[src/core/smcg_cfg.svh]
// Purpose: Named constants of the sleep-mode clock gating block
// Assumes: Included by every design file of the block
// Notes:   Start-up counts are plain defaults, one per clock-select fuse code
`ifndef SMCG_CFG_SVH
`define SMCG_CFG_SVH

// ============================================================
// Sleep mode select encodings
`define SMCG_MODE_IDLE   3'h0
`define SMCG_MODE_ADCNR  3'h1
`define SMCG_MODE_PDOWN  3'h2
`define SMCG_MODE_PSAVE  3'h3
`define SMCG_MODE_STBY   3'h6
`define SMCG_MODE_XSTBY  3'h7

// ============================================================
// Wake-up timing in SYS_CLK cycles
`define SMCG_CNT_W           12
`define SMCG_HALT_LAST       3'h3
`define SMCG_HALT_ZERO       3'h0
`define SMCG_HALT_STEP       3'h1
`define SMCG_CNT_ONE         12'h001
`define SMCG_CLOCK_RUN_WAKE  12'h001
`define SMCG_STBY_WAKE       12'h006
`define SMCG_STARTUP_CYC0    12'h010
`define SMCG_STARTUP_CYC1    12'h040
`define SMCG_STARTUP_CYC2    12'h100
`define SMCG_STARTUP_CYC3    12'h400
`define SMCG_FUSE_CODE0      2'h0
`define SMCG_FUSE_CODE1      2'h1
`define SMCG_FUSE_CODE2      2'h2

// ============================================================
// Pin groups
`define SMCG_IRQ_LINES   8
`define SMCG_LOWER_MSB   3
`define SMCG_UPPER_LSB   4

`endif

[src/core/smcg_pkg.sv]
// Purpose: Types of the sleep-mode clock gating block
// Assumes: smcg_cfg.svh gives the widths
// Notes:   All state of each module is one packed struct
`include "smcg_cfg.svh"

package smcg_pkg;

  // ============================================================
  // Controller states
  typedef enum logic [1:0] {
    SMCG_ST_ACTIVE = 2'h0,
    SMCG_ST_SLEEP  = 2'h1,
    SMCG_ST_START  = 2'h2,
    SMCG_ST_HALT   = 2'h3
  } smcg_state_e;

  // ============================================================
  // Wake delay counter state
  typedef struct packed {
    logic [`SMCG_CNT_W-1:0] cnt;
    logic                   run;
    logic                   done;
  } smcg_cnt_s;

  // ============================================================
  // Top controller state
  typedef struct packed {
    smcg_state_e                 st;
    logic [2:0]                  mode;
    logic [2:0]                  halt_cnt;
    logic [`SMCG_IRQ_LINES-1:0]  sync1;
    logic [`SMCG_IRQ_LINES-1:0]  sync2;
    logic [`SMCG_IRQ_LINES-1:0]  prev;
    logic                        adc_en_prev;
    logic                        load;
    logic [`SMCG_CNT_W-1:0]      count;
    logic                        core_clk;
    logic                        flash_clk;
    logic                        io_clk;
    logic                        adc_clk;
    logic                        async_clk;
    logic                        main_osc;
    logic                        timer_osc;
    logic                        adc_start;
    logic                        adc_ext;
    logic                        comp_pwr;
    logic                        vref;
    logic                        bod;
    logic                        wdt;
    logic                        inbuf;
    logic [`SMCG_IRQ_LINES-1:0]  pinbuf;
    logic                        sleeping;
    logic                        halt;
    logic                        wake_irq;
    logic                        wake_rst;
    logic                        undef;
    logic                        refused;
  } smcg_top_s;

endpackage

[src/core/smcg_wake_if.sv]
// Purpose: Carrier between the controller and its wake delay counter
// Assumes: Both ends run on SYS_CLK
// Notes:   Load is a one-cycle pulse with the count beside it
`timescale 1ns/1ps
`include "smcg_cfg.svh"

interface smcg_wake_if;
  logic                   load;
  logic [`SMCG_CNT_W-1:0] count;
  logic                   done;

  modport ctl (output load, output count, input done);
  modport cnt (input load, input count, output done);
endinterface

[src/core/smcg_top.sv]
// Purpose: Sleep mode decode, clock gating, wake source filter, wake delay
// Assumes: Core and interrupt inputs are on SYS_CLK; irq lines are pins
// Notes:   Outputs are enables for the clock gates and analogue blocks, ADC start controls and sleep, halt, wake status flags
//
// Behaviour
// Sleep needs enable bit plus sleep instruction
// Core halted four cycles after start-up
// Idle stops only core and flash clocks
// Idle wakes on any enabled interrupt
// Comparator disable bit removes comparator wake
// Idle or noise mode starts ADC conversion
// Noise mode stops io, core, flash clocks
// Noise mode wakes only on listed sources
// Power-down stops oscillator and generated clocks
// Power-down wakes only on listed sources
// Level wake source must hold its level
// Power-down wake waits fuse start-up period
// Power-save keeps async clock when selected
// Power-save wakes on enabled timer0 events
// Async registers undefined without async select
// Standby keeps oscillator, wakes in six cycles
// Extended standby is power-save plus oscillator
// Reserved mode codes enter no sleep
// ADC stays on; re-enable forces extended conversion
// Deep modes turn comparator off unless reference
// Reference on while BOD, comparator or ADC
// Fuse-enabled brown-out detector never gated
// Enabled watchdog keeps running in sleep
// Deep modes disable input buffers except wake pins
`timescale 1ns/1ps
`include "smcg_cfg.svh"

module smcg_top (
  input  wire logic                        SYS_CLK,
  input  wire logic                        RESETN,
  input  wire logic                        CLK_EN,
  input  wire logic                        SLEEP_EXEC,
  input  wire logic                        SLEEP_ENABLE_BIT,
  input  wire logic [2:0]                  SLEEP_MODE_SELECT,
  input  wire logic                        XTAL_SELECTED,
  input  wire logic [1:0]                  CLOCK_SELECT_FUSE,
  input  wire logic [`SMCG_LOWER_MSB:0]    LOWER_EXT_IRQ_LINES,
  input  wire logic [`SMCG_LOWER_MSB:0]    UPPER_EXT_IRQ_LINES,
  input  wire logic [`SMCG_IRQ_LINES-1:0]  EXT_IRQ_ENABLE,
  input  wire logic [`SMCG_LOWER_MSB:0]    UPPER_LEVEL_MODE,
  input  wire logic                        IRQ_ANY_ENABLED,
  input  wire logic                        IRQ_COMPARATOR,
  input  wire logic                        IRQ_ADC_DONE,
  input  wire logic                        IRQ_TWI_MATCH,
  input  wire logic                        IRQ_SPM_EE_READY,
  input  wire logic                        TIMER0_OVF_EVENT,
  input  wire logic                        TIMER0_CMP_EVENT,
  input  wire logic                        TIMER0_OVF_IE,
  input  wire logic                        TIMER0_CMP_IE,
  input  wire logic                        GLOBAL_IE,
  input  wire logic                        TIMER0_ASYNC_SELECT,
  input  wire logic                        EXT_RESET_REQ,
  input  wire logic                        WDT_RESET_REQ,
  input  wire logic                        BOD_RESET_REQ,
  input  wire logic                        COMPARATOR_DISABLE,
  input  wire logic                        COMPARATOR_USES_VREF,
  input  wire logic                        ADC_ENABLE,
  input  wire logic                        ADC_CONV_STARTED,
  input  wire logic                        BROWNOUT_ENABLE_FUSE,
  input  wire logic                        WDT_ENABLE,
  output logic                             CORE_CLOCK_EN,
  output logic                             PROGRAM_MEM_CLOCK_EN,
  output logic                             PERIPHERAL_IO_CLOCK_EN,
  output logic                             CONVERTER_CLOCK_EN,
  output logic                             ASYNC_CLOCK_EN,
  output logic                             MAIN_OSC_EN,
  output logic                             TIMER_OSC_EN,
  output logic                             ADC_AUTO_START,
  output logic                             ADC_EXTENDED_NEXT,
  output logic                             COMPARATOR_POWER_EN,
  output logic                             VREF_EN,
  output logic                             BOD_ACTIVE,
  output logic                             WDT_RUN,
  output logic                             INPUT_BUF_EN,
  output logic [`SMCG_IRQ_LINES-1:0]       WAKE_PIN_BUF_EN,
  output logic                             SLEEPING,
  output logic                             CORE_HALT,
  output logic                             WAKE_IRQ,
  output logic                             WAKE_RESET,
  output logic                             ASYNC_REGS_UNDEFINED,
  output logic                             MODE_REFUSED
);

  smcg_pkg::smcg_top_s q;
  smcg_pkg::smcg_top_s d;
  smcg_wake_if         wk ();

  logic [`SMCG_LOWER_MSB:0] lo_now;
  logic [`SMCG_LOWER_MSB:0] lo_old;
  logic [`SMCG_LOWER_MSB:0] up_now;
  logic                     ext_lim;
  logic                     t0_wake;
  logic                     rst_wake;
  logic                     irq_wake;
  logic                     mode_ok;
  logic                     deep;
  logic [`SMCG_CNT_W-1:0]   fuse_cyc;

  // ============================================================
  // Wake source filter
  always_comb begin
    lo_now = q.sync2[`SMCG_LOWER_MSB:0];
    lo_old = q.prev[`SMCG_LOWER_MSB:0];
    up_now = q.sync2[`SMCG_IRQ_LINES-1:`SMCG_UPPER_LSB];
    // level seen only after two sync stages
    // lower lines any edge or low, upper lines low level only
    ext_lim = |(EXT_IRQ_ENABLE[`SMCG_LOWER_MSB:0] & (~lo_now | (lo_now ^ lo_old)))
            | |(EXT_IRQ_ENABLE[`SMCG_IRQ_LINES-1:`SMCG_UPPER_LSB] & UPPER_LEVEL_MODE
                & ~up_now);
    // timer0 wake needs its enable and global enable
    t0_wake = GLOBAL_IE & ((TIMER0_OVF_EVENT & TIMER0_OVF_IE)
                         | (TIMER0_CMP_EVENT & TIMER0_CMP_IE));
    rst_wake = EXT_RESET_REQ | WDT_RESET_REQ | BOD_RESET_REQ;
    irq_wake = 1'b0;
    case (q.mode)
      // any enabled interrupt
      // comparator wake dropped when disabled
      `SMCG_MODE_IDLE:  irq_wake = IRQ_ANY_ENABLED | ext_lim
                                 | (IRQ_COMPARATOR & ~COMPARATOR_DISABLE);
      // noise reduction wake set
      `SMCG_MODE_ADCNR: irq_wake = IRQ_ADC_DONE | IRQ_TWI_MATCH | t0_wake
                                 | IRQ_SPM_EE_READY | ext_lim;
      // timer0 only while it runs asynchronously
      `SMCG_MODE_PSAVE,
      `SMCG_MODE_XSTBY: irq_wake = IRQ_TWI_MATCH | ext_lim
                                 | (t0_wake & TIMER0_ASYNC_SELECT);
      // power-down and standby wake set
      default:          irq_wake = IRQ_TWI_MATCH | ext_lim;
    endcase
  end

  // ============================================================
  // Mode legality and start-up length
  always_comb begin
    // reserved codes, and standby codes without a crystal
    case (SLEEP_MODE_SELECT)
      `SMCG_MODE_IDLE,
      `SMCG_MODE_ADCNR,
      `SMCG_MODE_PDOWN,
      `SMCG_MODE_PSAVE: mode_ok = 1'b1;
      `SMCG_MODE_STBY,
      `SMCG_MODE_XSTBY: mode_ok = XTAL_SELECTED;
      default:          mode_ok = 1'b0;
    endcase
    // same fuse code as the reset time-out
    if (CLOCK_SELECT_FUSE == `SMCG_FUSE_CODE0) begin
      fuse_cyc = `SMCG_STARTUP_CYC0;
    end else if (CLOCK_SELECT_FUSE == `SMCG_FUSE_CODE1) begin
      fuse_cyc = `SMCG_STARTUP_CYC1;
    end else if (CLOCK_SELECT_FUSE == `SMCG_FUSE_CODE2) begin
      fuse_cyc = `SMCG_STARTUP_CYC2;
    end else begin
      fuse_cyc = `SMCG_STARTUP_CYC3;
    end
  end

  // ============================================================
  // Controller next state
  always_comb begin
    d           = q;
    d.adc_start = 1'b0;
    d.wake_irq  = 1'b0;
    d.wake_rst  = 1'b0;
    d.refused   = 1'b0;
    d.load      = 1'b0;
    d.sync1     = {UPPER_EXT_IRQ_LINES, LOWER_EXT_IRQ_LINES};
    d.sync2     = q.sync1;
    d.prev      = q.sync2;
    d.adc_en_prev = ADC_ENABLE;
    // re-enable marks next conversion extended, set beats clear
    if (ADC_CONV_STARTED) begin
      d.adc_ext = 1'b0;
    end
    if (ADC_ENABLE && !q.adc_en_prev) begin
      d.adc_ext = 1'b1;
    end
    case (q.st)
      smcg_pkg::SMCG_ST_ACTIVE: begin
        // enable bit and sleep instruction together
        if (SLEEP_EXEC && SLEEP_ENABLE_BIT) begin
          if (mode_ok) begin
            d.st    = smcg_pkg::SMCG_ST_SLEEP;
            d.mode  = SLEEP_MODE_SELECT;
            d.undef = 1'b0;
            // automatic conversion on entry
            d.adc_start = ADC_ENABLE && (SLEEP_MODE_SELECT == `SMCG_MODE_IDLE
                                      || SLEEP_MODE_SELECT == `SMCG_MODE_ADCNR);
          end else begin
            // refused code is flagged, core keeps running
            d.refused = 1'b1;
          end
        end
      end
      smcg_pkg::SMCG_ST_SLEEP: begin
        if (rst_wake) begin
          d.st       = smcg_pkg::SMCG_ST_ACTIVE;
          d.wake_rst = 1'b1;
        end else if (irq_wake) begin
          d.st   = smcg_pkg::SMCG_ST_START;
          d.load = 1'b1;
          // async timer contents not trusted after this wake
          d.undef = (q.mode == `SMCG_MODE_PSAVE || q.mode == `SMCG_MODE_XSTBY)
                    && !TIMER0_ASYNC_SELECT;
          // stopped oscillator restarts for the fuse period
          // oscillator kept running, short fixed wake
          // same short wake for extended standby
          if (q.mode == `SMCG_MODE_PDOWN || q.mode == `SMCG_MODE_PSAVE) begin
            d.count = fuse_cyc;
          end else if (q.mode == `SMCG_MODE_STBY || q.mode == `SMCG_MODE_XSTBY) begin
            d.count = `SMCG_STBY_WAKE;
          end else begin
            d.count = `SMCG_CLOCK_RUN_WAKE;
          end
        end
      end
      smcg_pkg::SMCG_ST_START: begin
        if (wk.done) begin
          d.st       = smcg_pkg::SMCG_ST_HALT;
          d.halt_cnt = `SMCG_HALT_LAST;
        end
      end
      default: begin
        // four halted cycles, then the handler runs
        if (q.halt_cnt == `SMCG_HALT_ZERO) begin
          d.st       = smcg_pkg::SMCG_ST_ACTIVE;
          d.wake_irq = 1'b1;
        end else begin
          d.halt_cnt = q.halt_cnt - `SMCG_HALT_STEP;
        end
      end
    endcase

    // Gating follows the next state so every output is a plain flop
    d.sleeping  = (d.st == smcg_pkg::SMCG_ST_SLEEP);
    d.halt      = (d.st == smcg_pkg::SMCG_ST_START) || (d.st == smcg_pkg::SMCG_ST_HALT);
    d.core_clk  = (d.st == smcg_pkg::SMCG_ST_ACTIVE);
    d.flash_clk = d.core_clk;
    d.io_clk    = 1'b1;
    d.adc_clk   = 1'b1;
    d.async_clk = 1'b1;
    d.main_osc  = 1'b1;
    d.timer_osc = TIMER0_ASYNC_SELECT;
    if (d.sleeping) begin
      case (d.mode)
        // idle keeps everything but core and flash
        `SMCG_MODE_IDLE: begin
          d.io_clk = 1'b1;
        end
        // noise reduction also stops the io clock
        `SMCG_MODE_ADCNR: begin
          d.io_clk = 1'b0;
        end
        // power-save keeps async clock if selected
        // extended standby adds the oscillator
        `SMCG_MODE_PSAVE,
        `SMCG_MODE_XSTBY: begin
          d.io_clk    = 1'b0;
          d.adc_clk   = 1'b0;
          d.async_clk = TIMER0_ASYNC_SELECT;
          d.main_osc  = (d.mode == `SMCG_MODE_XSTBY);
        end
        // power-down stops all generated clocks
        // standby keeps the oscillator only
        default: begin
          d.io_clk    = 1'b0;
          d.adc_clk   = 1'b0;
          d.async_clk = 1'b0;
          d.timer_osc = 1'b0;
          d.main_osc  = (d.mode == `SMCG_MODE_STBY);
        end
      endcase
    end
    deep = d.sleeping && d.mode != `SMCG_MODE_IDLE && d.mode != `SMCG_MODE_ADCNR;
    // deep modes drop the comparator unless on the reference
    d.comp_pwr = !COMPARATOR_DISABLE && (!deep || COMPARATOR_USES_VREF);
    // reference follows its three users
    d.vref     = BROWNOUT_ENABLE_FUSE || ADC_ENABLE || (d.comp_pwr && COMPARATOR_USES_VREF);
    // fuse alone decides the detector
    d.bod      = BROWNOUT_ENABLE_FUSE;
    // sleep never stops the watchdog
    d.wdt      = WDT_ENABLE;
    // buffers off with io and ADC clocks, wake pins kept
    d.inbuf    = d.io_clk || d.adc_clk;
    d.pinbuf   = d.inbuf ? {`SMCG_IRQ_LINES{1'b1}} : EXT_IRQ_ENABLE;
  end

  always_ff @(posedge SYS_CLK or negedge RESETN) begin
    if (!RESETN) begin
      q          <= '0;
      q.core_clk <= 1'b1;
      q.flash_clk <= 1'b1;
      q.io_clk   <= 1'b1;
      q.adc_clk  <= 1'b1;
      q.async_clk <= 1'b1;
      q.main_osc <= 1'b1;
      q.inbuf    <= 1'b1;
      q.pinbuf   <= {`SMCG_IRQ_LINES{1'b1}};
      // Lines idle high, so the synchroniser starts high to avoid a false edge
      q.sync1    <= {`SMCG_IRQ_LINES{1'b1}};
      q.sync2    <= {`SMCG_IRQ_LINES{1'b1}};
      q.prev     <= {`SMCG_IRQ_LINES{1'b1}};
      q.comp_pwr <= 1'b1;
      q.count    <= `SMCG_CLOCK_RUN_WAKE;
    end else if (CLK_EN) begin
      q <= d;
    end
  end

  assign wk.load  = q.load;
  assign wk.count = q.count;

  smcg_wake_delay u_delay (
    .clk   (SYS_CLK),
    .rst_n (RESETN),
    .ce    (CLK_EN),
    .wk    (wk.cnt)
  );

  assign CORE_CLOCK_EN          = q.core_clk;
  assign PROGRAM_MEM_CLOCK_EN   = q.flash_clk;
  assign PERIPHERAL_IO_CLOCK_EN = q.io_clk;
  assign CONVERTER_CLOCK_EN     = q.adc_clk;
  assign ASYNC_CLOCK_EN         = q.async_clk;
  assign MAIN_OSC_EN            = q.main_osc;
  assign TIMER_OSC_EN           = q.timer_osc;
  assign ADC_AUTO_START         = q.adc_start;
  assign ADC_EXTENDED_NEXT      = q.adc_ext;
  assign COMPARATOR_POWER_EN    = q.comp_pwr;
  assign VREF_EN                = q.vref;
  assign BOD_ACTIVE             = q.bod;
  assign WDT_RUN                = q.wdt;
  assign INPUT_BUF_EN           = q.inbuf;
  assign WAKE_PIN_BUF_EN        = q.pinbuf;
  assign SLEEPING               = q.sleeping;
  assign CORE_HALT              = q.halt;
  assign WAKE_IRQ               = q.wake_irq;
  assign WAKE_RESET             = q.wake_rst;
  assign ASYNC_REGS_UNDEFINED   = q.undef;
  assign MODE_REFUSED           = q.refused;

  // ============================================================
  // Checks
  a_sleep_needs_enable: assert property (
    @(posedge SYS_CLK) disable iff (!RESETN || !CLK_EN)
    (q.st == smcg_pkg::SMCG_ST_ACTIVE && SLEEP_EXEC && !SLEEP_ENABLE_BIT)
    |=> !SLEEPING) else $error("sleep entered without enable bit");
  a_halt_four_cycles: assert property (
    @(posedge SYS_CLK) disable iff (!RESETN || !CLK_EN)
    (q.st == smcg_pkg::SMCG_ST_START && wk.done)
    |=> (q.st == smcg_pkg::SMCG_ST_HALT && CORE_HALT)[*4] ##1 (WAKE_IRQ && CORE_CLOCK_EN))
    else $error("halt after start-up is not four cycles");
  a_idle_clock_set: assert property (
    @(posedge SYS_CLK) disable iff (!RESETN || !CLK_EN)
    (SLEEPING && q.mode == `SMCG_MODE_IDLE)
    |-> (!CORE_CLOCK_EN && !PROGRAM_MEM_CLOCK_EN && PERIPHERAL_IO_CLOCK_EN
         && CONVERTER_CLOCK_EN && MAIN_OSC_EN)) else $error("idle clock set wrong");
  a_adc_auto_start: assert property (
    @(posedge SYS_CLK) disable iff (!RESETN || !CLK_EN)
    (q.st == smcg_pkg::SMCG_ST_ACTIVE && SLEEP_EXEC && SLEEP_ENABLE_BIT && ADC_ENABLE
     && SLEEP_MODE_SELECT == `SMCG_MODE_ADCNR)
    |=> (ADC_AUTO_START && SLEEPING) ##1 !ADC_AUTO_START) else $error("no ADC auto start");
  a_noise_clock_set: assert property (
    @(posedge SYS_CLK) disable iff (!RESETN || !CLK_EN)
    (SLEEPING && q.mode == `SMCG_MODE_ADCNR)
    |-> (!PERIPHERAL_IO_CLOCK_EN && CONVERTER_CLOCK_EN && !CORE_CLOCK_EN))
    else $error("noise reduction clock set wrong");
  a_pdown_all_stop: assert property (
    @(posedge SYS_CLK) disable iff (!RESETN || !CLK_EN)
    (SLEEPING && q.mode == `SMCG_MODE_PDOWN)
    |-> (!MAIN_OSC_EN && !ASYNC_CLOCK_EN && !CONVERTER_CLOCK_EN && !INPUT_BUF_EN))
    else $error("power-down left a clock running");
  a_psave_async_clock: assert property (
    @(posedge SYS_CLK) disable iff (!RESETN || !CLK_EN)
    (SLEEPING && q.mode == `SMCG_MODE_PSAVE)
    |-> (ASYNC_CLOCK_EN == $past(TIMER0_ASYNC_SELECT) && !MAIN_OSC_EN))
    else $error("power-save async clock wrong");
  a_stby_six_cycles: assert property (
    @(posedge SYS_CLK) disable iff (!RESETN || !CLK_EN)
    (SLEEPING && q.mode == `SMCG_MODE_STBY && !rst_wake && irq_wake)
    |=> (CORE_HALT && MAIN_OSC_EN)[*8] ##1 CORE_HALT[*3] ##1 (WAKE_IRQ && !CORE_HALT))
    else $error("standby wake length wrong");
  a_reserved_refused: assert property (
    @(posedge SYS_CLK) disable iff (!RESETN || !CLK_EN)
    (q.st == smcg_pkg::SMCG_ST_ACTIVE && SLEEP_EXEC && SLEEP_ENABLE_BIT && !mode_ok)
    |=> (MODE_REFUSED && !SLEEPING && CORE_CLOCK_EN)) else $error("reserved mode entered");
  a_comp_deep_off: assert property (
    @(posedge SYS_CLK) disable iff (!RESETN || !CLK_EN)
    (SLEEPING && q.mode == `SMCG_MODE_PDOWN && !$past(COMPARATOR_USES_VREF))
    |-> !COMPARATOR_POWER_EN) else $error("comparator on in deep sleep");
  a_bod_not_gated: assert property (
    @(posedge SYS_CLK) disable iff (!RESETN || !CLK_EN)
    ($past(RESETN) && $past(BROWNOUT_ENABLE_FUSE)) |-> (BOD_ACTIVE && VREF_EN))
    else $error("detector gated");

endmodule // smcg_top

[src/core/smcg_wake_delay.sv]
// Purpose: Down counter timing the clock start-up after a wake event
// Assumes: Count loaded is at least one
// Notes:   Done is flopped beside the last count, so no cycle is lost
`timescale 1ns/1ps
`include "smcg_cfg.svh"

module smcg_wake_delay (
  input  wire logic  clk,
  input  wire logic  rst_n,
  input  wire logic  ce,
  smcg_wake_if.cnt   wk
);

  smcg_pkg::smcg_cnt_s q;
  smcg_pkg::smcg_cnt_s d;

  // ============================================================
  // Next state
  always_comb begin
    d = q;
    if (wk.load) begin
      d.cnt = wk.count;
      d.run = 1'b1;
    end else if (q.run) begin
      if (q.cnt == `SMCG_CNT_ONE) begin
        d.run = 1'b0;
      end else begin
        d.cnt = q.cnt - `SMCG_CNT_ONE;
      end
    end
    d.done = d.run && (d.cnt == `SMCG_CNT_ONE);
  end

  always_ff @(posedge clk or negedge rst_n) begin
    if (!rst_n) begin
      q <= '0;
    end else if (ce) begin
      q <= d;
    end
  end

  assign wk.done = q.done;

endmodule // smcg_wake_delay

[config.mk]
export PLATFORM = sky130hd
export DESIGN_NAME = smcg_top
export DESIGN_NICKNAME = d
export VERILOG_FILES = /design/src/core/smcg_pkg.sv /design/src/core/smcg_wake_if.sv /design/src/core/smcg_top.sv /design/src/core/smcg_wake_delay.sv
export VERILOG_INCLUDE_DIRS = /design/src /design/src/core
export SDC_FILE = /design/constraint.sdc
export NUM_CORES = 1
export LEC_CHECK = 0
export ABC_CLOCK_PERIOD_IN_PS = 6900
export BUFFER_PORTS_ARGS = -buffer_cell sky130_fd_sc_hd__buf_2
export CAP_MARGIN = 0
export CORE_MARGIN = 2
export CORE_UTILIZATION = 48
export CTS_CLUSTER_DIAMETER = 150
export DETAILED_ROUTE_END_ITERATION = 10
export PLACE_DENSITY = 0.7
export SETUP_SLACK_MARGIN = 0.5
export SYNTH_ARGS = -nofsm -noshare
export SYNTH_HDL_FRONTEND = slang
export SYNTH_HIERARCHICAL = 1
export SYNTH_SLANG_ARGS = --single-unit
[constraint.sdc]
create_clock -name SYS_CLK -period 6.9 [get_ports SYS_CLK]
set_clock_uncertainty 0.1 [all_clocks]
set_input_delay 0.345 -clock SYS_CLK [delete_from_list [all_inputs] [get_ports SYS_CLK]]
set_output_delay 0.345 -clock SYS_CLK [all_outputs]
set_load 0.02 [all_outputs]
; Word-level counts from Yosys, hierarchy flattened
; Cells that the tools add are included.
[word_totals]
input_bits = 51
regBits = 83
output_inout_bits = 28
elab_cells = 183
[op_classes]
n_reduce_logical = 46
muxes = 46
eq_ne = 30
add_sub_neg = 2
n_bitwise = 27
[ops]
columns = op, count
row1 = $mux W13, 5
row2 = $mux W11, 3
row3 = $eq A12 B1 Y1 const B, 2
row4 = $mux W12, 2
row5 = $eq A3 B3 Y1 const B, 6
row6 = $mux W1, 17
row7 = $reduce_or A4 Y1, 4
row8 = $eq A3 B2 Y1 const B, 5
row9 = $mux W5, 3
row10 = $and A4 B4 Y4, 3
row11 = $logic_not A3 Y1, 4
row12 = $mux W3, 4
row13 = $or A1 B1 Y1, 12
row14 = $pmux W3 S2, 2
row15 = $sub A12 B1 Y12 const B, 1
row16 = $mux W2, 5
row17 = $reduce_or A2 Y1, 5
row18 = $eq A3 B1 Y1 const B, 3
row19 = $logic_and A1 B1 Y1, 9
row20 = $logic_or A1 B1 Y1, 9
row21 = $eq A2 B2 Y1 const B, 4
row22 = $mux W8, 1
row23 = $ne A2 B2 Y1 const B, 4
row24 = $not A4 Y4, 2
row25 = 19 further kinds, 36

; Longest topological paths before layout
; Gate-level depths: netlist of the first run.
[depth]
ltp_word = 19
ltp_mapped = 9
ltp_nobuf = 8

; By module
; Netlist of the first run, hierarchy kept.
[by_module_without_submodules]
columns = module, seq_area_each_um2, cells_each, area_each_um2, n_inst
row1 = smcg_top, 1596.5, 246, 2912.8, 1
row2 = smcg_wake_delay, 350.3, 131, 1084.8, 1

; Worst setup path before layout of the first run
; OpenSTA, ideal clock, no wires.
[synth_timing]
path_kind = register -> register
startpoint = register q, in the netlist d[43]
endpoint = register wk.count[10] (netlist name)
stages_incl_launch_ff = 7
setup_ns = 0.125
n_path_buf = 0
required_ns = 6.675
arrival_ns = 2.159
path_slack_ns = 4.516
synth_period_minus_slack_ns = 2.384
cell_sequence = dfstp_2 > a21boi_0 > a2111oi_0 > or3b_1 > a311oi_4 > nor2_4 > mux2_4
[synth_via]
elab_chain_len = 9
elab_cells_between_ends = 13
classes_between = mux (1) / bitwise (10) / reduce/logical (2)
[synth_lines]
columns = element, line
row1 = from (decl), smcg_top.sv:89  ; smcg_pkg::smcg_top_s q;
row2 = $xor A4 B4 Y4 or $not A4 Y4 (tied branches), smcg_top.sv:112  ; ext_lim = |(EXT_IRQ_ENABLE[`SMCG_LOWER_MSB:0] & (~lo_now | (lo_now ^ lo_old)))
row3 = $or A4 B4 Y4 (*), smcg_top.sv:112
row4 = $and A4 B4 Y4 (*), smcg_top.sv:112
row5 = $reduce_or A4 Y1 (*), smcg_top.sv:112
row6 = $or A1 B1 Y1 (*), smcg_top.sv:112
row7 = "$or A1 B1 Y1, on equally long branches", "smcg_top.sv:130, smcg_top.sv:133, smcg_top.sv:123"
row8 = "$or A1 B1 Y1, on equally long branches", "smcg_top.sv:131, smcg_top.sv:124"
row9 = $pmux W1 S3 (*), smcg_top.sv:120  ; case (q.mode)
row10 = $reduce_and A4 Y1 (no line) (*), --
; Mark *: on every way between the ends. The rest lies on a longest branch, timed or not.
; A chain may end at the register's enable or synchronous reset.

; Worst setup path in the final report of the first run
[layout_timing]
startpoint = register u_delay/q[2] in the netlist's numbering
endpoint = register u_delay.q, in the netlist u_delay/wk.done
[layout_via]
elab_chain_len = 6
elab_cells_between_ends = 8
classes_between = add/sub (1) / eq/ne (2) / mux (4) / reduce/logical (1)
[layout_lines]
columns = element, line
row1 = from (decl), smcg_wake_delay.sv:14  ; smcg_pkg::smcg_cnt_s q;
row2 = from (signal assigned), smcg_wake_delay.sv:36  ; q <= '0;
row3 = from (signal assigned), smcg_wake_delay.sv:38  ; q <= d;
row4 = $sub A12 B1 Y12 (no line) or $eq A12 B1 Y1 (tied branches), --
row5 = $mux W12, smcg_wake_delay.sv:25  ; if (q.cnt == `SMCG_CNT_ONE) begin
row6 = $mux W13 (*), smcg_wake_delay.sv:24  ; end else if (q.run) begin
row7 = $mux W13 (*), smcg_wake_delay.sv:21  ; if (wk.load) begin
row8 = $eq A12 B1 Y1 (no line), --
row9 = $logic_and A1 B1 Y1 (*), smcg_wake_delay.sv:31  ; d.done = d.run && (d.cnt == `SMCG_CNT_ONE);
; Marks and branches as above.

==> flow_summary_export.csv, run 1 <==
group,metric,value,unit
clocking,postCtsSetupBuffers,0,
placement,io_buffer_count,78,
sta,post-route-min-period,2750,ps
clocking,clock-root-buffer,"clkbuf_8",
placement,placed_cells,540,
setup_path,startpoint_type,"flop",
sta,final-hold-violation-count,0,
sta,totalNegativeSetupSlack,0,ps
clocking,worstSkewPairLatency,340,ps
logic_synthesis,fraction_of_synthesized_cell_area_taken_by_the_top_area_cell_type,0.250,
placement,post-dp-hpwl,6150,microns
global_routing,grt_first_pass_wirelength,14500,microns
clocking,tritoncts_clock_tree,"built",
power,pwr_density_cell,326,nW/um^2
sta,layout_worst_path_cycle_share,0.399,
drt,route.final.wire_length,8700,microns
global_routing,antenna_found_initial,0,
global_routing,gr-max-usage-layer,"met2",
logic_synthesis,proportion_of_synthesized_chip_area_in_sequential_cells,0.487,
logic_synthesis,synth_edf_count,0,
sta,finalMaxSlewViolations,0,
floorplan,rows,33,
clocking,cts_num_sinks,76,
setup_path,crit_required,7040,ps
drt,viasPerCell,5.62,
setup_path,cp_max_fo,5,
logic_synthesis,synth.ff_latch_count,76,
floorplan,die_width,95.3,microns
floorplan,design.core.area,8130,sq um
setup_path,timing.critical_path.to_type,"flop",
clocking,clk_path_buf_depth,2,
sta,achievable-frequency,363,MHz
sta,tightest_slew,924,ps
setup_path,worstPathArrival,2900,ps
drt,drt_drc_violations_left,0,
logic_synthesis,synthesis.instances,377,
global_routing,globalRouteMet3Util,0.0680,
power,max_rail_drop_vdd,0.202,mV
floorplan,ios,79,
setup_path,path_cells,"inv_1 -> ha_1 -> nor4bb_1 -> nand2_1 -> o311a_1 -> a221oi_1 -> nand4b_1 -> o32ai_2",
cells_and_area,layout-drive-gt1-share,0.388,
sta,report.final.setup_viol,0,
floorplan,design.die.area,9070,sq um
cells_and_area,design.final.nets,501,
placement,place_congestion,0.874,
clocking,postCtsResizedCells,0,
global_routing,grt_start_max_net_pins,87,
clocking,tritoncts_buffer_count,9,
cells_and_area,num_antenna_cells,0,
drt,drt_iter0_drc,187,
drt,antenna_viol_nets_final,0,
clocking,cts_max_level,3,
clocking,path_clk_slew,80,ps
min_path,hp-class,"input port to asynchronous set/reset pin",
drt,vias,3125,
logic_synthesis,postSynth.topFlopCell,"dfrtp_1",
drt,first_pass_iters,4,
global_routing,grt_overflow,0,
floorplan,dieHeight,95.3,microns
floorplan,start_util,0.491,
global_routing,via_count_of_the_first_global_routing_pass,3012,
cells_and_area,instances_no_fill,556,
cells_and_area,layout-area-overhead-vs-synth,17.1,%
logic_synthesis,syn_area_per_cell,10.6,sq um
setup_path,crit_type,"flop to flop",
drt,detail_route.wl_per_cell,15.6,microns
logic_synthesis,synthDominantAreaCellType,"dfrtp_1",
sta,grt_setup_unrepaired,"no",
logic_synthesis,mappedNetlistArea,4000,sq um
setup_path,critPathBufInv,1,
logic_synthesis,synthDistinctLibCells,70,
setup_path,critical_path.max_stage_delay,550,ps
logic_synthesis,biggest_area_contributors_in_the_synthesized_netlist,"dfrtp_1 (25%), dfstp_2 (24%), mux2_2 (6.5%)",
global_routing,grtUsageMet1,0.273,
sta,max_slew_margin,0.384,
power,total_leakage_power,2.01,nW
run,max_cap_viol_count,0,
global_routing,use_met2,0.322,
global_routing,grtUsageTotal,0.205,
logic_synthesis,async_reset_ff_frac,1.00,
setup_path,critical_path.top_delay_family,"simple AND/OR/NAND/NOR gates",
setup_path,slowest_stage,"nor4bb_1",
outcome,status,"finished clean",
logic_synthesis,synth_warnings,6,
clocking,cts_hold_buf,0,
-- where the power goes --
group / internal (mW) / switching, mW
Sequential: 0.554 / 0.118
Clock: 0.271 / 0.167
Combinational: 0.189 / 0.224
-- flip-flops by register name (all words and copies together) (netlist names), 4 cells and up --
signal and count:
lo_old 4, wk.count 6, q 9, WAKE_PIN_BUF_EN 8, d 16, u_delay/q 13
-- cell usage after synthesis (7+ instances only) --
cell      instances
a21oi_1          23
buf_4             9
clkbuf_1         14
dfrtp_1          40
dfstp_2          36
inv_1            17
mux2_2           23
nand2_1          34
nand3_1           7
nor2_1           20
nor3_1            8
o21ai_0          19
o22a_1           10
-- per-layer routing --
metal | wire length, microns | vias up
li1 | - | 1518
met1 | 3810 | 1502
met2 | 4180 | 96
met3 | 618 | 9
met4 | 89 | 0
met5 | 0 | -
-- per-stage QoR --
stage	cell area (sq um)	util	hold slack, ps	power [mW]	setup slack, ps
3_5_place_dp	4410	0.542	376	1.09	4160
6_report	4680	0.575	22.7	1.52	4150
3_3_place_gp	4410	0.542	368	1.08	4210
4_1_cts	4680	0.575	77.1	1.53	4140
2_1_floorplan	4020	-	-50.6	0.970	4520
5_1_grt	4680	0.575	113	1.62	3940
-- path summary, 6_finish.rpt --
kind,from,endpoint,slack [ps],depth (start not counted)
worst min register to register,PROGRAM_MEM_CLOCK_EN$_DFFE_PN1P_,PROGRAM_MEM_CLOCK_EN$_DFFE_PN1P_,390,1
worst max-delay path,u_delay/q[2]$_DFFE_PN0P_,u_delay/wk.done$_DFFE_PN0P_,4150,8
min in group SYS_CLK,EXT_IRQ_ENABLE[1],WAKE_PIN_BUF_EN[1]$_DFFE_PN1P_,120,2
worst max register to register,u_delay/q[2]$_DFFE_PN0P_,u_delay/wk.done$_DFFE_PN0P_,4150,8
max in group asynchronous,RESETN,q[72]$_DFFE_PN0P_,6070,1
worst min-delay path,RESETN,u_delay/q[11]$_DFFE_PN0P_,20,1
-- area by class of cell --
class / count / area, sq um
clock inverter: 3 / 68.8
timing repair buffer: 79 / 400
fill: 734 / 3450
clock buffer: 13 / 203
inverter: 18 / 67.6
multi-input combinational: 262 / 1860
sequential: 76 / 1950
tap: 105 / 131
-- logic make-up (layout without fill, tap and decap cells) --
logic type,after synthesis,count (layout),share of synthesized area
buffers and inverters,46,113,0.0538
muxes,31,31,0.0898
AOI/OAI and AO/OA,108,108,0.199
adders and majority gates,4,4,0.0125
DFF,76,76,0.487
other,1,8,0.000938
and+or+nand+nor,111,111,0.157
-- placed cells by master, fill, tap and decap left out, drive strengths merged, types with 3 or more instances in the layout --
cell type / count
a22o: 5
o2bb2ai: 5
nor2: 21
nand4: 3
o22a: 12
nor3: 8
a21boi: 5
dfstp: 36
inv: 19
mux2i: 4
o21ai: 21
clkbuf: 13
and2: 4
nand4b: 3
nand2b: 4
buf: 79
dfrtp: 40
nand2: 34
nor4: 5
ha: 4
nand3: 7
o31ai: 5
a21o: 5
o21a: 3
nor4bb: 3
mux2: 27
a21oi: 23
o22ai: 5
conb: 8
Note: power is estimated with default switching activity, not from simulation.
==> run 2, diff against run 1 <==
ABC_CLOCK_PERIOD_IN_PS = 2900   (was 6900)
clock period = 2.9 ns   (was 6.9 ns; I/O delays follow)
==> run 2 against run 1 <==
Compared with the run above: hold slack got worse by 8.1 ps; fmax increased by 16%; flip-flop and latch count unchanged; routed wire length grew 11%; sequential power up 140%; count of clock-buffer cells in the layout is 2 lower; total power grew 140%; non-clock buffer count rose by 37; largest cell class is now multi-input gates; sequential share of layout area is 3.0 points lower; combinational power rose to 2.8 times the previous value.
==> flow_summary_export.csv, run 2 (synthesis gave the netlist of run 1 again) <==
group,metric,value,unit
outcome,status,"finished clean",
floorplan,rows,33,
cells_and_area,largest_register_ff_count,16,
sta,tightest_slew,944,ps
placement,place_area,4450,sq um
setup_path,slowest_stage,"dfstp_2",
sta,finalMaxSlewViolations,0,
clocking,worstSkewPairLatency,340,ps
global_routing,grt_start_max_net_pins,77,
clocking,tritoncts_buffer_count,9,
cells_and_area,layout.area.seq,1950,sq um
power,pwr_density_cell,713,nW/um^2
power,max_rail_drop_vdd,0.349,mV
drt,drt_iter0_drc,118,
cells_and_area,finalCoreUtilization,0.621,
sta,grt_setup_unrepaired,"yes",
setup_path,r2r_slack,520,ps
setup_path,critPathBufInv,1,
sta,totalNegativeSetupSlack,0,ps
floorplan,design.die.area,9070,sq um
cells_and_area,layout-area-overhead-vs-synth,26.4,%
global_routing,grtUsageTotal,0.224,
clocking,tritoncts_clock_tree,"built",
cells_and_area,layout-drive-gt1-share,0.424,
power,total_leakage_power,2.17,nW
global_routing,grt_first_pass_wirelength,15800,microns
sta,achievable-frequency,420,MHz
placement,place_congestion,0.872,
clocking,cts_num_sinks,76,
cells_and_area,final.fill_count,673,
min_path,hp-class,"input port to flop",
setup_path,rr_endpoint,"wk.count[4]$_DFFE_PN0P_",
placement,post-dp-hpwl,6760,microns
cells_and_area,num_antenna_cells,0,
min_path,hold_path_depth,2,
drt,antenna_viol_nets_final,0,
floorplan,dieHeight,95.3,microns
clocking,cts_max_level,3,
setup_path,startpoint_type,"flop",
setup_path,worstPathArrival,2490,ps
cells_and_area,final_design_area_no_fill,5050,sq um
cells_and_area,layout.cells.most_common_list,"buf_2 (77), dfrtp_1 (36), dfstp_2 (36)",
clocking,path_clk_slew,70,ps
sta,post-route-min-period,2380,ps
setup_path,cp_max_fo,7,
drt,vias,3284,
setup_path,rr_worst_depth,7,
setup_path,path_cells,"a21boi_2 -> a2111oi_4 -> or3b_4 -> a311oi_4 -> buf_4 -> nor2_4 -> mux2_4",
run,max_cap_viol_count,0,
floorplan,design.core.area,8130,sq um
drt,drt_drc_violations_left,0,
clocking,clk_path_buf_depth,2,
cells_and_area,multiInputGateArea,1970,sq um
sta,max_slew_margin,0.371,
sta,hold_slack,14.6,ps
floorplan,die_width,95.3,microns
drt,first_pass_iters,4,
setup_path,crit_type,"flop to flop",
cells_and_area,design.final.nets,538,
clocking,clock-root-buffer,"clkbuf_8",
global_routing,via_count_of_the_first_global_routing_pass,3375,
sta,final-hold-violation-count,0,
setup_path,critical_path.top_delay_family,"compound AO/OA/AOI/OAI gates",
sta,report.final.setup_viol,0,
min_path,min_from,"COMPARATOR_USES_VREF",
floorplan,start_util,0.491,
placement,io_buffer_count,78,
floorplan,ios,79,
cells_and_area,layout.cells.most_common,"buf_2",
placement,detailedPlace.worstSlack,334,ps
drt,viasPerCell,5.54,
drt,detail_route.wl_per_cell,16.3,microns
setup_path,timing.critical_path.to_type,"flop",
global_routing,grt_overflow,0,
setup_path,crit_required,3010,ps
drt,route.final.wire_length,9670,microns
setup_path,critical_path.max_stage_delay,550,ps
sta,layout_worst_path_cycle_share,0.820,
sta,final_worst_setup_slack,521,ps
global_routing,antenna_found_initial,0,
min_path,hold_end,"COMPARATOR_POWER_EN$_DFFE_PN1P_",
setup_path,reg2reg_start,"d[42]$_DFFE_PN1P_",
run 2: timing repair:
| action | in CTS | in global routing |
|---|---|---|
| hold buffers | 22 | 0 |
| endpoints found under the hold margin | 61 | 0 |
| endpoints found under the setup margin | 19 | 22 |
| resized for setup | 16 | 12 |
| buffers inserted | 6 | 4 |
| cloned | 0 | 0 |
| pin swaps | 9 | 10 |
run 2: metal layers:
layer | part of all wire | vias up | track usage
li1 | - | 1590 | -
met1 | 0.43 | 1598 | 0.273
met2 | 0.51 | 87 | 0.396
met3 | 0.054 | 9 | 0.0593
met4 | 0.0088 | 0 | 0.0507
met5 | 0 | - | 0
run 2: worst max path at each step:
| stage | end | depth (start not counted) | start | slack, ps |
|---|---|---|---|---|
| 6_report | wk.count[4]$_DFFE_PN0P_ | 7 | d[42]$_DFFE_PN1P_ | 520 |
| 5_1_grt | wk.count[4]$_DFFE_PN0P_ | 7 | d[42]$_DFFE_PN1P_ | 450 |
| 4_1_cts | wk.count[4]$_DFFE_PN0P_ | 7 | lo_old[3]$_DFFE_PN1P_ | 450 |
| 3_5_place_dp | u_delay/wk.done$_DFFE_PN0P_ | 8 | u_delay/q[2]$_DFFE_PN0P_ | 330 |
| 3_3_place_gp | wk.count[8]$_DFFE_PN0P_ | 7 | d[45]$_DFFE_PN1P_ | 440 |
| 2_1_floorplan | wk.count[10]$_DFFE_PN0P_ | 6 | d[43]$_DFFE_PN1P_ | 520 |
run 2: power breakdown:
group	internal (mW)	switching, mW
registers	1.32	0.311
logic	0.570	0.591
clock network	0.424	0.385
run 2: worst register-to-register path: cells and delay by family (launching register included):
kind	cells	cell delay (ps)
compound gates	3	610
buf+inv	1	200
flops	1	550
mux	1	300
simple gates	2	500
run 2: cell type report:
cell class,count,area share
Multi-Input combinational cell,262,0.389
Sequential cell,76,0.386
Timing Repair Buffer,116,0.146
Clock buffer,11,0.0280
Tap cell,105,0.0260
Inverter,18,0.0134
Clock inverter,5,0.0114
run 2: metrics by stage:
step	instances	power, mW
floorplan	384	2.31
global placement	545	2.57
detailed placement	545	2.61
CTS	589	3.53
global route	593	3.85
finish	593	3.60
==> run 3, diff against run 2 <==
ABC_CLOCK_PERIOD_IN_PS = 2500   (was 2900)
clock period = 2.5 ns   (was 2.9 ns; I/O delays follow)
==> run 3 against run 2 <==
Compared with the run above: via count increased by 5.3%; critical path depth up 1; flip-flop and latch count unchanged; critical path type unchanged; non-clock buffer count is 32 higher; highest routed layer unchanged; cell count is 5.4% higher; clock power is 22% higher; global-route usage up 0.41 points; first-iteration DRC count rose by 65%.
==> flow_summary_export.csv, run 3 (synthesis gave the netlist of run 1 again) <==
group,metric,value,unit
global_routing,gr-max-usage-layer,"met2",
power,power_frac_seq,0.397,
clocking,path_clk_slew,90,ps
placement,place_congestion,0.861,
drt,antenna_viol_nets_final,0,
drt,detail_route.wl_per_cell,16.2,microns
sta,max_slew_margin,0.451,
clocking,cts_num_sinks,76,
outcome,status,"finished clean",
power,netSwitchingPower,1.69,mW
drt,route.final.wire_length,10100,microns
min_path,min_from,"SLEEP_MODE_SELECT[0]",
floorplan,die_width,95.3,microns
sta,tightest_slew,823,ps
cells_and_area,largest_register_ff_count,16,
setup_path,rr_worst_depth,8,
global_routing,via_count_of_the_first_global_routing_pass,3418,
cells_and_area,layout.cells.most_common,"buf_2",
floorplan,start_util,0.491,
global_routing,grt_overflow,0,
setup_path,worstPathArrival,2590,ps
run,max_cap_viol_count,0,
global_routing,grt_first_pass_wirelength,16200,microns
global_routing,use_met2,0.390,
placement,placed_cells,559,
clocking,worstSkewPairLatency,360,ps
global_routing,grt_start_max_net_pins,67,
power,p_sw_frac,0.369,
cells_and_area,design.final.nets,570,
drt,first_pass_iters,4,
floorplan,dieHeight,95.3,microns
cells_and_area,layout.cells.most_common_list,"buf_2 (77), dfrtp_1 (36), dfstp_2 (36)",
setup_path,timing.critical_path.to_type,"flop",
power,fin_total_pwr,4.59,mW
clocking,clock-root-buffer,"clkbuf_8",
cells_and_area,layout-area-overhead-vs-synth,37.6,%
setup_path,r2r_slack,50,ps
power,cell_internal_pwr,2.89,mW
floorplan,rows,33,
sta,post-route-min-period,2450,ps
setup_path,crit_type,"flop to flop",
drt,drt_iter0_drc,195,
floorplan,design.die.area,9070,sq um
global_routing,grtUsageMet1,0.292,
setup_path,crit_required,2640,ps
power,combinational_cell_fraction_of_total_power,0.387,
cells_and_area,layout-drive-gt1-share,0.490,
min_path,hold_path_depth,3,
global_routing,globalRouteMet3Util,0.0482,
drt,vias,3458,
clocking,tritoncts_buffer_count,9,
power,clock_power_share,0.216,
clocking,cts_max_level,3,
setup_path,reg2reg_start,"lo_old[3]$_DFFE_PN1P_",
placement,io_buffer_count,78,
cells_and_area,instances_no_fill,625,
power,pwr_density_cell,833,nW/um^2
clocking,tritoncts_clock_tree,"built",
sta,layout_worst_path_cycle_share,0.979,
drt,viasPerCell,5.53,
global_routing,antenna_found_initial,0,
power,total_leakage_power,2.39,nW
cells_and_area,num_antenna_cells,0,
floorplan,design.core.area,8130,sq um
setup_path,critPathLaunch,"lo_old[3]$_DFFE_PN1P_",
sta,report.final.setup_viol,0,
setup_path,cp_max_fo,5,
power,max_rail_drop_vdd,0.391,mV
drt,drt_drc_violations_left,0,
sta,final-hold-violation-count,0,
min_path,hp-class,"input port to flop",
sta,finalMaxSlewViolations,0,
setup_path,startpoint_type,"flop",
clocking,clk_path_buf_depth,2,
sta,grt_setup_unrepaired,"yes",
sta,achievable-frequency,409,MHz
floorplan,ios,79,
global_routing,grtUsageTotal,0.228,
placement,post-dp-hpwl,6590,microns
[run 3: changes by cell type in the layout (fill, tap and decap cells not counted), sizes merged]
| cell | previous run | this run |
|---|---|---|
| buf | 94 | 119 |
| inv | 20 | 22 |
| clkbuf | 11 | 10 |
| dlygate4sd3 | 22 | 28 |
[run 3: power by group through the flow]
stage               logic, mW  clock network [mW]  registers (mW)
floorplan               0.888                   0            1.82
global placement         1.37                   0            1.78
detailed placement       1.40                   0            1.79
CTS                      1.55                1.01            1.79
global route             1.93                1.05            1.86
finish                   1.78               0.989            1.82
[run 3: final timing paths]
path	endpoint
hold / removal	q[69]$_DFFE_PN0P_
setup reg to reg	wk.count[8]$_DFFE_PN0P_
min in group asynchronous	u_delay/q[8]$_DFFE_PN0P_
setup / recovery	wk.count[8]$_DFFE_PN0P_
max in group asynchronous	WAKE_PIN_BUF_EN[0]$_DFFE_PN1P_
hold reg to reg	PROGRAM_MEM_CLOCK_EN$_DFFE_PN1P_
[run 3: per-stage QoR]
step / cell area (sq um) / TNS, ps / hold WS [ps] / util / setup WS, ps
after floorplan: 4050 / 0 / -271 / - / 119
after global placement: 4590 / 0 / 172 / 0.564 / 107
after detailed placement: 4590 / 0 / 177 / 0.564 / 45.5
after CTS: 5300 / 0 / 39.2 / 0.651 / 73.0
after global routing: 5500 / -105 / 80.3 / 0.676 / -31.8
final: 5500 / 0 / 45.4 / 0.676 / 52.9
[run 3: layer usage]
metal	part of all wire	vias to the layer above
met1	0.42	1683
met3	0.058	12
li1	-	1649
met5	0	-
met4	0.010	0
met2	0.51	114
[run 3: critical path, stage by stage, from the launching register on]
cell and delay [ps]:
dfstp_2 540, nand2_2 60, a2111oi_4 340, or3b_4 430, a311oi_4 230, buf_4 160
buf_6 100, nor2_4 60, mux2_4 310
[run 3: cell type report]
type / count / area [sq um]
multi-input cells: 262 / 2090
clock inverters: 7 / 81.3
clock buffers: 9 / 124
inverters: 18 / 67.6
fillers: 598 / 2630
well taps: 105 / 131
repair buffers: 148 / 1050
flip-flops and latches: 76 / 1950
[run 3: repair_timing]
action	in CTS	in global routing
gates resized for setup	28	37
hold buffers	28	0
cloned	1	0
pin swaps	18	16
setup endpoints to repair	36	39
endpoints found under the hold margin	67	0
buffers inserted	11	10
